<file path="config.mk">
export PLATFORM = sky130hd
export DESIGN_NAME = dwv_decoder
export DESIGN_NICKNAME = d
export VERILOG_FILES = /design/src/dwv_pkg.sv /design/src/dwv_decoder.sv
export SDC_FILE = /design/constraint.sdc
export NUM_CORES = 1
export LEC_CHECK = 0
export ABC_CLOCK_PERIOD_IN_PS = 10300
export BUFFER_PORTS_ARGS = -buffer_cell sky130_fd_sc_hd__buf_2
export CORE_ASPECT_RATIO = 1.5
export CORE_UTILIZATION = 45
export CTS_CLUSTER_DIAMETER = 150
export CTS_CLUSTER_SIZE = 10
export DETAILED_ROUTE_END_ITERATION = 10
export GPL_TIMING_DRIVEN = 0
export PLACE_DENSITY_LB_ADDON = 0.3
export SETUP_SLACK_MARGIN = 0.1
export SLEW_MARGIN = 20
export SYNTH_ARGS = -nofsm -noshare
export SYNTH_HDL_FRONTEND = slang
export SYNTH_SLANG_ARGS = --single-unit
</file>
<file path="constraint.sdc">
create_clock -name clock -period 10.3 [get_ports clock]
set_clock_uncertainty 0.15 [all_clocks]
set_input_delay 0 -clock clock [delete_from_list [all_inputs] [get_ports clock]]
set_output_delay 0 -clock clock [all_outputs]
set_load 0.02 [all_outputs]
</file>
<file path="src/dwv_pkg.sv">
// package for the disk write/verify command decoder: register map, opcodes, sense codes, types
// assumes a 32-bit Avalon-MM word-addressed slave and a 512-byte logical block
package dwv_pkg;
    // ************************************************************
    // register map (word index on the Avalon address)
    // ************************************************************
    localparam logic [3:0] REG_CDB_LO = 4'h0;
    localparam logic [3:0] REG_CDB_MID = 4'h1;
    localparam logic [3:0] REG_CDB_HI = 4'h2;
    localparam logic [3:0] REG_CTRL = 4'h3;
    localparam logic [3:0] REG_STATUS = 4'h4;
    localparam logic [3:0] REG_LAST_LBA = 4'h5;
    localparam int CTRL_GO_BIT = 0;
    localparam int CTRL_WCE_BIT = 1;
    localparam logic CTRL_WCE_RESET = 1'b0;
    // ************************************************************
    // descriptor layout
    // ************************************************************
    localparam logic [7:0] OP_TEST_READY = 8'h00;
    localparam logic [7:0] OP_WRITE6 = 8'h0A;
    localparam logic [7:0] OP_WRITE10 = 8'h2A;
    localparam logic [7:0] OP_WRITE_VERIFY = 8'h2E;
    localparam logic [7:0] OP_VERIFY = 8'h2F;
    localparam int B1_RELADR = 0;
    localparam int B1_BYTCK = 1;
    localparam int B1_FUA = 3;
    localparam int B1_DPO = 4;
    localparam int CTRL_LINK = 0;
    localparam logic [16:0] WRITE6_ZERO_COUNT = 17'h00100;
    localparam int BLOCK_BYTES = 512;
    localparam int BYTCK_MAX_BYTES = 32768;
    localparam logic [16:0] BYTCK_MAX_BLOCKS = 17'(BYTCK_MAX_BYTES / BLOCK_BYTES);
    // ************************************************************
    // status and sense
    // ************************************************************
    localparam logic [7:0] STS_GOOD = 8'h00;
    localparam logic [7:0] STS_CHECK = 8'h02;
    localparam logic [3:0] KEY_NONE = 4'h0;
    localparam logic [3:0] KEY_NOT_READY = 4'h2;
    localparam logic [3:0] KEY_MEDIUM = 4'h3;
    localparam logic [3:0] KEY_ILLEGAL = 4'h5;
    localparam logic [3:0] KEY_MISCOMPARE = 4'hE;
    localparam logic [7:0] ASC_NONE = 8'h00;
    localparam logic [7:0] ASC_NOT_READY = 8'h04;
    localparam logic [7:0] ASC_WRITE_ERR = 8'h0C;
    localparam logic [7:0] ASC_READ_ERR = 8'h11;
    localparam logic [7:0] ASC_COMPARE = 8'h1D;
    localparam logic [7:0] ASC_BAD_OPCODE = 8'h20;
    localparam logic [7:0] ASC_BAD_FIELD = 8'h24;

    typedef enum logic [1:0] {
        MOP_SEEK = 2'h0,
        MOP_WRITE = 2'h1,
        MOP_VERIFY = 2'h2,
        MOP_WRITE_VERIFY = 2'h3
    } dwv_mop_t;

    typedef struct packed {
        logic [7:0] status;
        logic [3:0] key;
        logic [7:0] asc;
        logic deferred;
    } dwv_result_t;

    typedef struct packed {
        dwv_mop_t op;
        logic [31:0] lba;
        logic [16:0] count;
        logic compare;
    } dwv_media_t;
endpackage
</file>
<file path="src/dwv_decoder.sv">
// disk write/verify command decoder: parses descriptors written over Avalon-MM, drives a
// media engine and reports status and sense. assumes a media engine on the same clock that
// pulses med_done once per started operation, after its last compare byte pair.
//
// Contract
// - ready check returns good when spindle ready
// - not at speed: check, not ready sense
// - verify fields: flags, address, count decoded
// - verify without bytck: media check, no compare
// - verify bytck: compare initiator data, miscompare sense
// - unreadable media during verify: medium error
// - verify count zero verifies nothing, no error
// - bytck over 32768 bytes: illegal request
// - short write: 21-bit address, byte count
// - long write: fua, reladr, address, count decoded
// - short write count zero means 256
// - long write count zero is seek
// - fua write: good only after media done
// - cached write may report good early
// - late cached error reported on next command
// - relative address adds signed offset, linked only
// - absolute address otherwise
// - write and verify: write then verify
// - write verify without bytck: ecc only
// - write verify bytck: compare, miscompare sense
// - write verify count zero is seek
//
// Chosen here: the register offsets and the Avalon-MM interface to the registers.
`timescale 1ns/1ps
module dwv_decoder (
    input wire logic clock,
    input wire logic reset,
    input wire logic [3:0] avs_address,
    input wire logic avs_read,
    input wire logic avs_write,
    input wire logic [31:0] avs_writedata,
    output logic [31:0] avs_readdata,
    output logic avs_waitrequest,
    input wire logic spindle_ready,
    output dwv_pkg::dwv_media_t med_cmd,
    output logic med_start,
    input wire logic med_done,
    input wire logic med_error,
    input wire logic cmp_host_valid,
    input wire logic [7:0] cmp_host_byte,
    input wire logic cmp_med_valid,
    input wire logic [7:0] cmp_med_byte,
    output logic cmd_done
);
    // ************************************************************
    // state
    // ************************************************************
    typedef enum logic [2:0] {
        ST_IDLE = 3'b001,
        ST_DECODE = 3'b010,
        ST_MEDIA = 3'b100
    } dwv_state_t;

    dwv_state_t state_q;
    logic [79:0] cdb_q;
    logic wce_q;
    logic wait_q;
    logic [31:0] rdata_q;
    logic spin_meta_q;
    logic spin_q;
    dwv_pkg::dwv_result_t result_q;
    logic busy_q;
    logic cached_q;
    logic early_q;
    logic deferred_q;
    logic mismatch_q;
    logic [31:0] last_lba_q;
    logic link_ok_q;
    logic link_cmd_q;
    dwv_pkg::dwv_media_t med_q;
    logic med_start_q;
    logic done_q;

    logic acc;
    logic go;
    logic pair_diff;
    logic miss;
    logic [7:0] opcode;
    logic [7:0] b1;
    logic [31:0] lba_field;
    logic [16:0] count;
    logic [31:0] lba_eff;
    logic is_data_cmd;
    logic bytck;
    logic reladr;
    logic link_bit;
    logic bad_field;
    logic cached_write;
    dwv_pkg::dwv_mop_t mop;

    // ************************************************************
    // avalon slave
    // ************************************************************
    // one wait cycle per access: the access is taken where waitrequest reads low
    assign acc = (avs_read || avs_write) && !wait_q;
    assign go = avs_write && !wait_q && avs_address == dwv_pkg::REG_CTRL
        && avs_writedata[dwv_pkg::CTRL_GO_BIT];

    always_ff @(posedge clock) begin
        if (reset) begin
            wait_q <= 1'b1;
        end else if ((avs_read || avs_write) && wait_q) begin
            wait_q <= 1'b0;
        end else begin
            wait_q <= 1'b1;
        end
    end

    always_ff @(posedge clock) begin
        if (reset) begin
            rdata_q <= 32'h00000000;
        end else if (avs_read && wait_q) begin
            case (avs_address)
                dwv_pkg::REG_CDB_LO: rdata_q <= cdb_q[31:0];
                dwv_pkg::REG_CDB_MID: rdata_q <= cdb_q[63:32];
                dwv_pkg::REG_CDB_HI: rdata_q <= {16'h0000, cdb_q[79:64]};
                dwv_pkg::REG_CTRL: rdata_q <= {30'h00000000, wce_q, 1'b0};
                dwv_pkg::REG_STATUS: rdata_q <= {9'h000, deferred_q, busy_q,
                    result_q.deferred, result_q.key, result_q.asc, result_q.status};
                dwv_pkg::REG_LAST_LBA: rdata_q <= last_lba_q;
                default: rdata_q <= 32'h00000000;
            endcase
        end
    end

    // descriptor is frozen while a command runs so decode sees stable bytes
    always_ff @(posedge clock) begin
        if (reset) begin
            cdb_q <= 80'h0;
            wce_q <= dwv_pkg::CTRL_WCE_RESET;
        end else if (acc && avs_write && !busy_q) begin
            case (avs_address)
                dwv_pkg::REG_CDB_LO: cdb_q[31:0] <= avs_writedata;
                dwv_pkg::REG_CDB_MID: cdb_q[63:32] <= avs_writedata;
                dwv_pkg::REG_CDB_HI: cdb_q[79:64] <= avs_writedata[15:0];
                dwv_pkg::REG_CTRL: wce_q <= avs_writedata[dwv_pkg::CTRL_WCE_BIT];
                default: ;
            endcase
        end
    end

    always_ff @(posedge clock) begin
        if (reset) begin
            spin_meta_q <= 1'b0;
            spin_q <= 1'b0;
        end else begin
            spin_meta_q <= spindle_ready;
            spin_q <= spin_meta_q;
        end
    end

    // ************************************************************
    // descriptor decode
    // ************************************************************
    always_comb begin
        opcode = cdb_q[7:0];
        b1 = cdb_q[15:8];
        is_data_cmd = 1'b1;
        bytck = 1'b0;
        reladr = 1'b0;
        link_bit = cdb_q[72 + dwv_pkg::CTRL_LINK];
        lba_field = {cdb_q[23:16], cdb_q[31:24], cdb_q[39:32], cdb_q[47:40]};
        count = {1'b0, cdb_q[63:56], cdb_q[71:64]};
        mop = dwv_pkg::MOP_SEEK;
        bad_field = 1'b0;
        case (opcode)
            dwv_pkg::OP_WRITE6: begin
                lba_field = {11'h000, b1[4:0], cdb_q[23:16], cdb_q[31:24]};
                count = (cdb_q[39:32] == 8'h00) ? dwv_pkg::WRITE6_ZERO_COUNT
                    : {9'h000, cdb_q[39:32]};
                link_bit = cdb_q[40 + dwv_pkg::CTRL_LINK];
                mop = dwv_pkg::MOP_WRITE;
            end
            dwv_pkg::OP_WRITE10: begin
                reladr = b1[dwv_pkg::B1_RELADR];
                mop = (count == 17'h00000) ? dwv_pkg::MOP_SEEK : dwv_pkg::MOP_WRITE;
            end
            dwv_pkg::OP_VERIFY: begin
                reladr = b1[dwv_pkg::B1_RELADR];
                bytck = b1[dwv_pkg::B1_BYTCK];
                bad_field = b1[dwv_pkg::B1_DPO];
                mop = (count == 17'h00000) ? dwv_pkg::MOP_SEEK : dwv_pkg::MOP_VERIFY;
            end
            dwv_pkg::OP_WRITE_VERIFY: begin
                reladr = b1[dwv_pkg::B1_RELADR];
                bytck = b1[dwv_pkg::B1_BYTCK];
                bad_field = b1[dwv_pkg::B1_DPO];
                mop = (count == 17'h00000) ? dwv_pkg::MOP_SEEK
                    : dwv_pkg::MOP_WRITE_VERIFY;
            end
            default: is_data_cmd = 1'b0;
        endcase
        // relative offset needs an earlier data access in the same linked group
        if (reladr && !link_ok_q) begin
            bad_field = 1'b1;
        end
        if (bytck && count > dwv_pkg::BYTCK_MAX_BLOCKS) begin
            bad_field = 1'b1;
        end
    end

    // two's complement wraps naturally in the 32-bit sum
    assign lba_eff = reladr ? last_lba_q + lba_field : lba_field;
    assign cached_write = mop == dwv_pkg::MOP_WRITE && !b1[dwv_pkg::B1_FUA] && wce_q
        && opcode == dwv_pkg::OP_WRITE10;
    assign pair_diff = cmp_host_valid && cmp_med_valid && cmp_host_byte != cmp_med_byte;
    assign miss = mismatch_q || pair_diff;

    // ************************************************************
    // command sequencer
    // ************************************************************
    always_ff @(posedge clock) begin
        if (reset) begin
            state_q <= ST_IDLE;
            busy_q <= 1'b0;
            result_q <= '{dwv_pkg::STS_GOOD, dwv_pkg::KEY_NONE, dwv_pkg::ASC_NONE, 1'b0};
            done_q <= 1'b0;
        end else begin
            done_q <= 1'b0;
            case (state_q)
                ST_IDLE: begin
                    // a go while still busy (incl. a cached write draining) is dropped
                    if (go && !busy_q) begin
                        state_q <= ST_DECODE;
                        busy_q <= 1'b1;
                    end else if (early_q && med_done) begin
                        busy_q <= 1'b0;
                    end
                end
                ST_DECODE: begin
                    if (deferred_q) begin
                        result_q <= '{dwv_pkg::STS_CHECK, dwv_pkg::KEY_MEDIUM,
                            dwv_pkg::ASC_WRITE_ERR, 1'b1};
                        state_q <= ST_IDLE;
                        busy_q <= 1'b0;
                        done_q <= 1'b1;
                    end else if (opcode == dwv_pkg::OP_TEST_READY) begin
                        result_q <= spin_q
                            ? '{dwv_pkg::STS_GOOD, dwv_pkg::KEY_NONE, dwv_pkg::ASC_NONE, 1'b0}
                            : '{dwv_pkg::STS_CHECK, dwv_pkg::KEY_NOT_READY,
                                dwv_pkg::ASC_NOT_READY, 1'b0};
                        state_q <= ST_IDLE;
                        busy_q <= 1'b0;
                        done_q <= 1'b1;
                    end else if (!is_data_cmd || bad_field) begin
                        result_q <= '{dwv_pkg::STS_CHECK, dwv_pkg::KEY_ILLEGAL,
                            is_data_cmd ? dwv_pkg::ASC_BAD_FIELD : dwv_pkg::ASC_BAD_OPCODE,
                            1'b0};
                        state_q <= ST_IDLE;
                        busy_q <= 1'b0;
                        done_q <= 1'b1;
                    end else if (cached_write) begin
                        result_q <= '{dwv_pkg::STS_GOOD, dwv_pkg::KEY_NONE,
                            dwv_pkg::ASC_NONE, 1'b0};
                        state_q <= ST_IDLE;
                        done_q <= 1'b1;
                    end else begin
                        state_q <= ST_MEDIA;
                    end
                end
                ST_MEDIA: begin
                    // fua and verify paths report only once the media has finished
                    if (med_done) begin
                        if (med_error) begin
                            result_q <= '{dwv_pkg::STS_CHECK, dwv_pkg::KEY_MEDIUM,
                                med_q.op == dwv_pkg::MOP_WRITE ? dwv_pkg::ASC_WRITE_ERR
                                : dwv_pkg::ASC_READ_ERR, 1'b0};
                        end else if (med_q.compare && miss) begin
                            result_q <= '{dwv_pkg::STS_CHECK, dwv_pkg::KEY_MISCOMPARE,
                                dwv_pkg::ASC_COMPARE, 1'b0};
                        end else begin
                            result_q <= '{dwv_pkg::STS_GOOD, dwv_pkg::KEY_NONE,
                                dwv_pkg::ASC_NONE, 1'b0};
                        end
                        state_q <= ST_IDLE;
                        busy_q <= 1'b0;
                        done_q <= 1'b1;
                    end
                end
                default: state_q <= ST_IDLE;
            endcase
        end
    end

    // ************************************************************
    // media command and compare
    // ************************************************************
    always_ff @(posedge clock) begin
        if (reset) begin
            med_q <= '{dwv_pkg::MOP_SEEK, 32'h00000000, 17'h00000, 1'b0};
            med_start_q <= 1'b0;
            early_q <= 1'b0;
        end else begin
            med_start_q <= 1'b0;
            if (state_q == ST_DECODE && !deferred_q && is_data_cmd && !bad_field) begin
                // bytck off: media or ecc check only, initiator not asked for data
                med_q <= '{mop, lba_eff, count, bytck};
                med_start_q <= 1'b1;
                early_q <= cached_write;
            end else if (med_done) begin
                early_q <= 1'b0;
            end
        end
    end

    always_ff @(posedge clock) begin
        if (reset) begin
            mismatch_q <= 1'b0;
        end else if (pair_diff && med_q.compare) begin
            mismatch_q <= 1'b1;
        end else if (med_start_q) begin
            mismatch_q <= 1'b0;
        end
    end

    // a late fault on a write already reported good is parked for the next command
    always_ff @(posedge clock) begin
        if (reset) begin
            deferred_q <= 1'b0;
        end else if (early_q && med_done && med_error) begin
            deferred_q <= 1'b1;
        end else if (state_q == ST_DECODE) begin
            deferred_q <= 1'b0;
        end
    end

    always_ff @(posedge clock) begin
        if (reset) begin
            last_lba_q <= 32'h00000000;
            link_ok_q <= 1'b0;
            link_cmd_q <= 1'b0;
        end else begin
            if (med_start_q) begin
                last_lba_q <= (med_q.count == 17'h00000) ? med_q.lba
                    : med_q.lba + {15'h0000, med_q.count} - 32'h00000001;
                link_cmd_q <= link_bit;
            end
            // an unlinked command closes the group, so relative addressing expires
            if (done_q) begin
                // a cached write finishes in the cycle its start is issued
                link_ok_q <= (med_start_q ? link_bit : link_cmd_q)
                    && result_q.status == dwv_pkg::STS_GOOD
                    && opcode != dwv_pkg::OP_TEST_READY;
            end
        end
    end

    assign avs_readdata = rdata_q;
    assign avs_waitrequest = wait_q;
    assign med_cmd = med_q;
    assign med_start = med_start_q;
    assign cmd_done = done_q;

    // ************************************************************
    // checks
    // ************************************************************
    not_ready_a: assert property (@(posedge clock) disable iff (reset)
        state_q == ST_DECODE && opcode == dwv_pkg::OP_TEST_READY && !deferred_q && !spin_q
        |=> done_q && result_q.key == dwv_pkg::KEY_NOT_READY)
        else $error("not ready check not reported");
    ready_good_a: assert property (@(posedge clock) disable iff (reset)
        state_q == ST_DECODE && opcode == dwv_pkg::OP_TEST_READY && !deferred_q && spin_q
        |=> result_q.status == dwv_pkg::STS_GOOD && !med_start_q)
        else $error("ready check not good");
    short_count_a: assert property (@(posedge clock) disable iff (reset)
        state_q == ST_DECODE && opcode == dwv_pkg::OP_WRITE6 && cdb_q[39:32] == 8'h00
        && !deferred_q && !bad_field |=> med_start_q && med_q.count == 17'h00100)
        else $error("short write zero count not 256");
    bytck_limit_a: assert property (@(posedge clock) disable iff (reset)
        state_q == ST_DECODE && bytck && count > dwv_pkg::BYTCK_MAX_BLOCKS && !deferred_q
        |=> !med_start_q && result_q.key == dwv_pkg::KEY_ILLEGAL)
        else $error("byte check length limit missed");
    no_compare_a: assert property (@(posedge clock) disable iff (reset)
        med_start_q && med_q.op == dwv_pkg::MOP_VERIFY |-> med_q.compare == b1[1])
        else $error("verify compare flag wrong");
    fua_wait_a: assert property (@(posedge clock) disable iff (reset)
        state_q == ST_MEDIA && !med_done |=> !done_q)
        else $error("status before media done");
    miscompare_a: assert property (@(posedge clock) disable iff (reset)
        state_q == ST_MEDIA && med_done && !med_error && med_q.compare && miss
        |=> result_q.key == dwv_pkg::KEY_MISCOMPARE && done_q)
        else $error("miscompare not reported");
    deferred_set_a: assert property (@(posedge clock) disable iff (reset)
        early_q && med_done && med_error |=> deferred_q ##0 busy_q == 1'b0)
        else $error("deferred error lost");
    wait_pulse_a: assert property (@(posedge clock) disable iff (reset)
        !wait_q |=> wait_q)
        else $error("waitrequest low too long");
endmodule

</file>
==> flow_summary.json <==
{
  "cp_slowest_cell": "a21oi_1",
  "grt_pass1_wl_mm": 80.47,
  "port_buffers": 145,
  "ir_drop_mv": 0.1436,
  "dpl.hpwl_mm": 42.34,
  "cp_max_fo": 10,
  "layout_min_cycle_time_ns": 5.379,
  "drt_pre_antenna_iters": 6,
  "regToRegSetupSlack_ns": 4.92,
  "chipHeight_um": 212.5,
  "cp_data_arrival_time_ns": 5.61,
  "critPathTopFamily": "compound AO/OA/AOI/OAI gates",
  "drc": 0,
  "synth-edff-count": 0,
  "dieArea_mm2": 0.03024,
  "finalSetupTns_ns": 0,
  "hold_viol": 0,
  "critPathBufInv": 2,
  "core_mm2": 0.02891,
  "finalWeightedCongestion": 1.008,
  "worstReg2RegEnd": "med_cmd[39]",
  "synthTopCellsByArea": "dfxtp_1 33%, a21oi_1 9.1%, nand2_1 7.6%",
  "synth_most_common_cell": "nand2_1",
  "synth_nets": 1879,
  "r2r_start": "cdb_q[2]",
  "cts_buffer_depth": 3,
  "h-tree-depth": 1,
  "worstMarginPinSlew_ns": 1.053,
  "grt_pass1_vias": 13880,
  "slew_headroom_pct": 29.81,
  "antenna_found_initial": 1,
  "cap_violations": 0,
  "cp_cell_sequence": "clkbuf_1 -> nor4_4 -> nand3_4 -> buf_1 -> mux2_2 -> ha_1 -> nand2_1 -> o21ai_0 -> nand2_1 -> a21oi_1 -> a21boi_1 -> o221a_2 -> or3b_2 -> a32oi_1 -> a211oi_1",
  "async_reset_ff_share_pct": 0,
  "cts_tree": "yes",
  "synth_flop_cell": "dfxtp_1",
  "fillers": 2888,
  "area_growth_syn_to_layout_pct": 17.47,
  "boundaryPins": 148,
  "synth_warnings": 0,
  "wl_per_cell_um": 22.94,
  "finalPower_mw": 1.712,
  "hold_start": "spindle_ready",
  "synth_cell_types": 78,
  "setup_violations": 0,
  "netlist_area_mm2": 0.01329,
  "max_stage_delay_ns": 0.51,
  "seq_area_frac_synth_pct": 33.14,
  "multi_input_area_mm2": 0.008084,
  "finalCritPeriodShare_pct": 52.22,
  "rsz0062_at_grt": "no",
  "worst-path-stages": 15,
  "p_per_area_mw_per_mm2": 109.7,
  "ff2ff_path_depth": 15,
  "yosys.area.top_type_share_pct": 33.14,
  "grt_max_degree": 12,
  "ant_nets": 0,
  "start_util_pct": 45.97,
  "yosys_register_bits": 220,
  "synth_common_cells": "268 x nand2_1, 241 x a21oi_1, 220 x dfxtp_1, 144 x nor2_1",
  "fin_util_pct": 54.01,
  "clkSinkCount": 220,
  "overflow": 0,
  "clk_transition_reported_paths_ns": 0.06,
  "nets": 2099,
  "p_leak_nw": 6.433,
  "vias": 13960,
  "synth_top_cell_by_area": "dfxtp_1",
  "syn_inst": 1739,
  "clk_latency_ns": 0.54,
  "crit_required_ns": 10.53,
  "endpoint": "med_cmd[39]",
  "root_buffer": "clkbuf_16",
  "drive_gt1_share_pct": 11.29,
  "cp_common_cell": "nand2_1",
  "avgSynthCellArea_um2": 7.642,
  "end_kind": "flop",
  "drt_iter0_drc": 1130,
  "grt_usage_pct": 35.68,
  "vias_per_cell": 5.947,
  "regArea_mm2": 0.004404,
  "crit_start": "cdb_q[2]",
  "wl_mm": 53.87,
  "maxSlewViolCount": 0,
  "status": "complete, no violations",
  "rows": 76,
  "hold_class": "in2reg",
  "start_kind": "flop",
  "clock.fmax_ghz": 0.1859,
  "cts_buffers": 25,
  "die_width_um": 142.3,
  "critPathKind": "reg2reg"
}
## state kept, by name, summed over array words and instances (netlist names)
signal,count
busy_q,1
med_start,1
spin_q,1
avs_waitrequest,1
avs_readdata,32
last_lba_q,32
deferred_q,1
result_q,10
link_ok_q,1
early_q,1
cdb_q,80
link_cmd_q,1
cmd_done,1
state_q,3
mismatch_q,1
wce_q,1
med_cmd,51
spin_meta_q,1
## final cells by class
| cell class | instances | area share (%) |
|---|---|---|
| Multi-Input combinational cell | 1313 | 51.78 |
| Sequential cell | 220 | 28.21 |
| Timing Repair Buffer | 193 | 7.726 |
| Clock buffer | 25 | 4.007 |
| Tap cell | 390 | 3.125 |
| Buffer | 111 | 2.853 |
| Inverter | 95 | 2.284 |
| Antenna cell | 1 | 0.01603 |
## metal layers
metal / share of wire (%) / global-route usage (%) / vias to the layer above
met1: 38 / 38.72 / 6561
met2: 50 / 64.60 / 613
li1: - / - / 6617
met4: 6.3 / 23.66 / 0
met3: 5.5 / 4.279 / 173
met5: 0 / 0 / -
## logic make-up (layout without fill, tap and decap cells)
kind of cell	count (synthesis)	count (layout)	synth area share, %
simple gates	574	574	19.28
other cells	1	2	0.02822
compound gates	560	560	26.77
xor+xnor	51	51	3.361
fa+ha+maj	79	79	7.550
buf+inv	206	424	6.035
mux	48	48	3.832
flops	220	220	33.14
## metrics by stage
stage | setup WS [ns] | instances | area (µm²) | hold WS [ns]
after detailed placement | 5.043 | 2274 | 14500 | 0.07356
after global placement | 5.083 | 2274 | 14500 | 0.05875
after global routing | 4.794 | 2347 | 15610 | 0.09250
final | 4.921 | 2348 | 15610 | 0.07523
after floorplan | 6.075 | 1739 | 13290 | -0.03411
after CTS | 5.038 | 2347 | 15610 | 0.06627
## worst register-to-register path, cell delays in order, from the launching register on
cell,delay [ns]
dfxtp_1,0.31
clkbuf_1,0.48
nor4_4,0.12
nand3_4,0.22
buf_1,0.50
mux2_2,0.47
ha_1,0.42
nand2_1,0.07
o21ai_0,0.26
nand2_1,0.19
a21oi_1,0.51
a21boi_1,0.27
o221a_2,0.34
or3b_2,0.47
a32oi_1,0.33
a211oi_1,0.12
## worst min path at each step
| stage | endpoint | depth (start not counted) |
|---|---|---|
| 2_1_floorplan | avs_waitrequest | 1 |
| 3_3_place_gp | spin_meta_q | 2 |
| 3_5_place_dp | avs_waitrequest | 2 |
| 4_1_cts | spin_meta_q | 3 |
| 5_1_grt | spin_meta_q | 3 |
| 6_report | spin_meta_q | 3 |
## placed cells by master (no fill, tap or decap), types with 5 or more instances in the layout
cell type and n:
mux2_2 23, mux2i_1 25, clkbuf_16 25, nand3_1 36
a221oi_1 12, nor2b_1 7, o21bai_1 9, dlygate4sd3_1 48
nand2_1 268, xor2_1 21, o211ai_1 6, a211oi_1 36
buf_2 149, o22ai_1 7, a22oi_1 50, ha_1 77
o31ai_1 5, a222oi_1 6, a21boi_0 5, and3_1 12
buf_1 7, nor4_1 13, o21ai_0 56, inv_1 95
nor2_1 144, clkbuf_1 95, a21oi_1 241, a31oi_1 15
nand4_1 9, dfxtp_1 220, or3_1 8, nand2b_1 6
xnor2_1 30, nor3_1 26, a311oi_1 21, and2_1 22
a21o_1 52
## power by group
group	internal (mW)	total, mW	switching (mW)
Combinational	0.0298	0.0873	0.0575
Sequential	0.853	0.856	0.00306
Clock	0.424	0.768	0.345
Total	1.31	1.71	0.405
## repair_timing
action | CTS | global route
buffers inserted | 0 | 0
hold buffers | 48 | 0
gates resized for setup | 0 | 0
hold endpoints to repair | 106 | 0
Note: power is estimated with default switching activity, not from simulation.
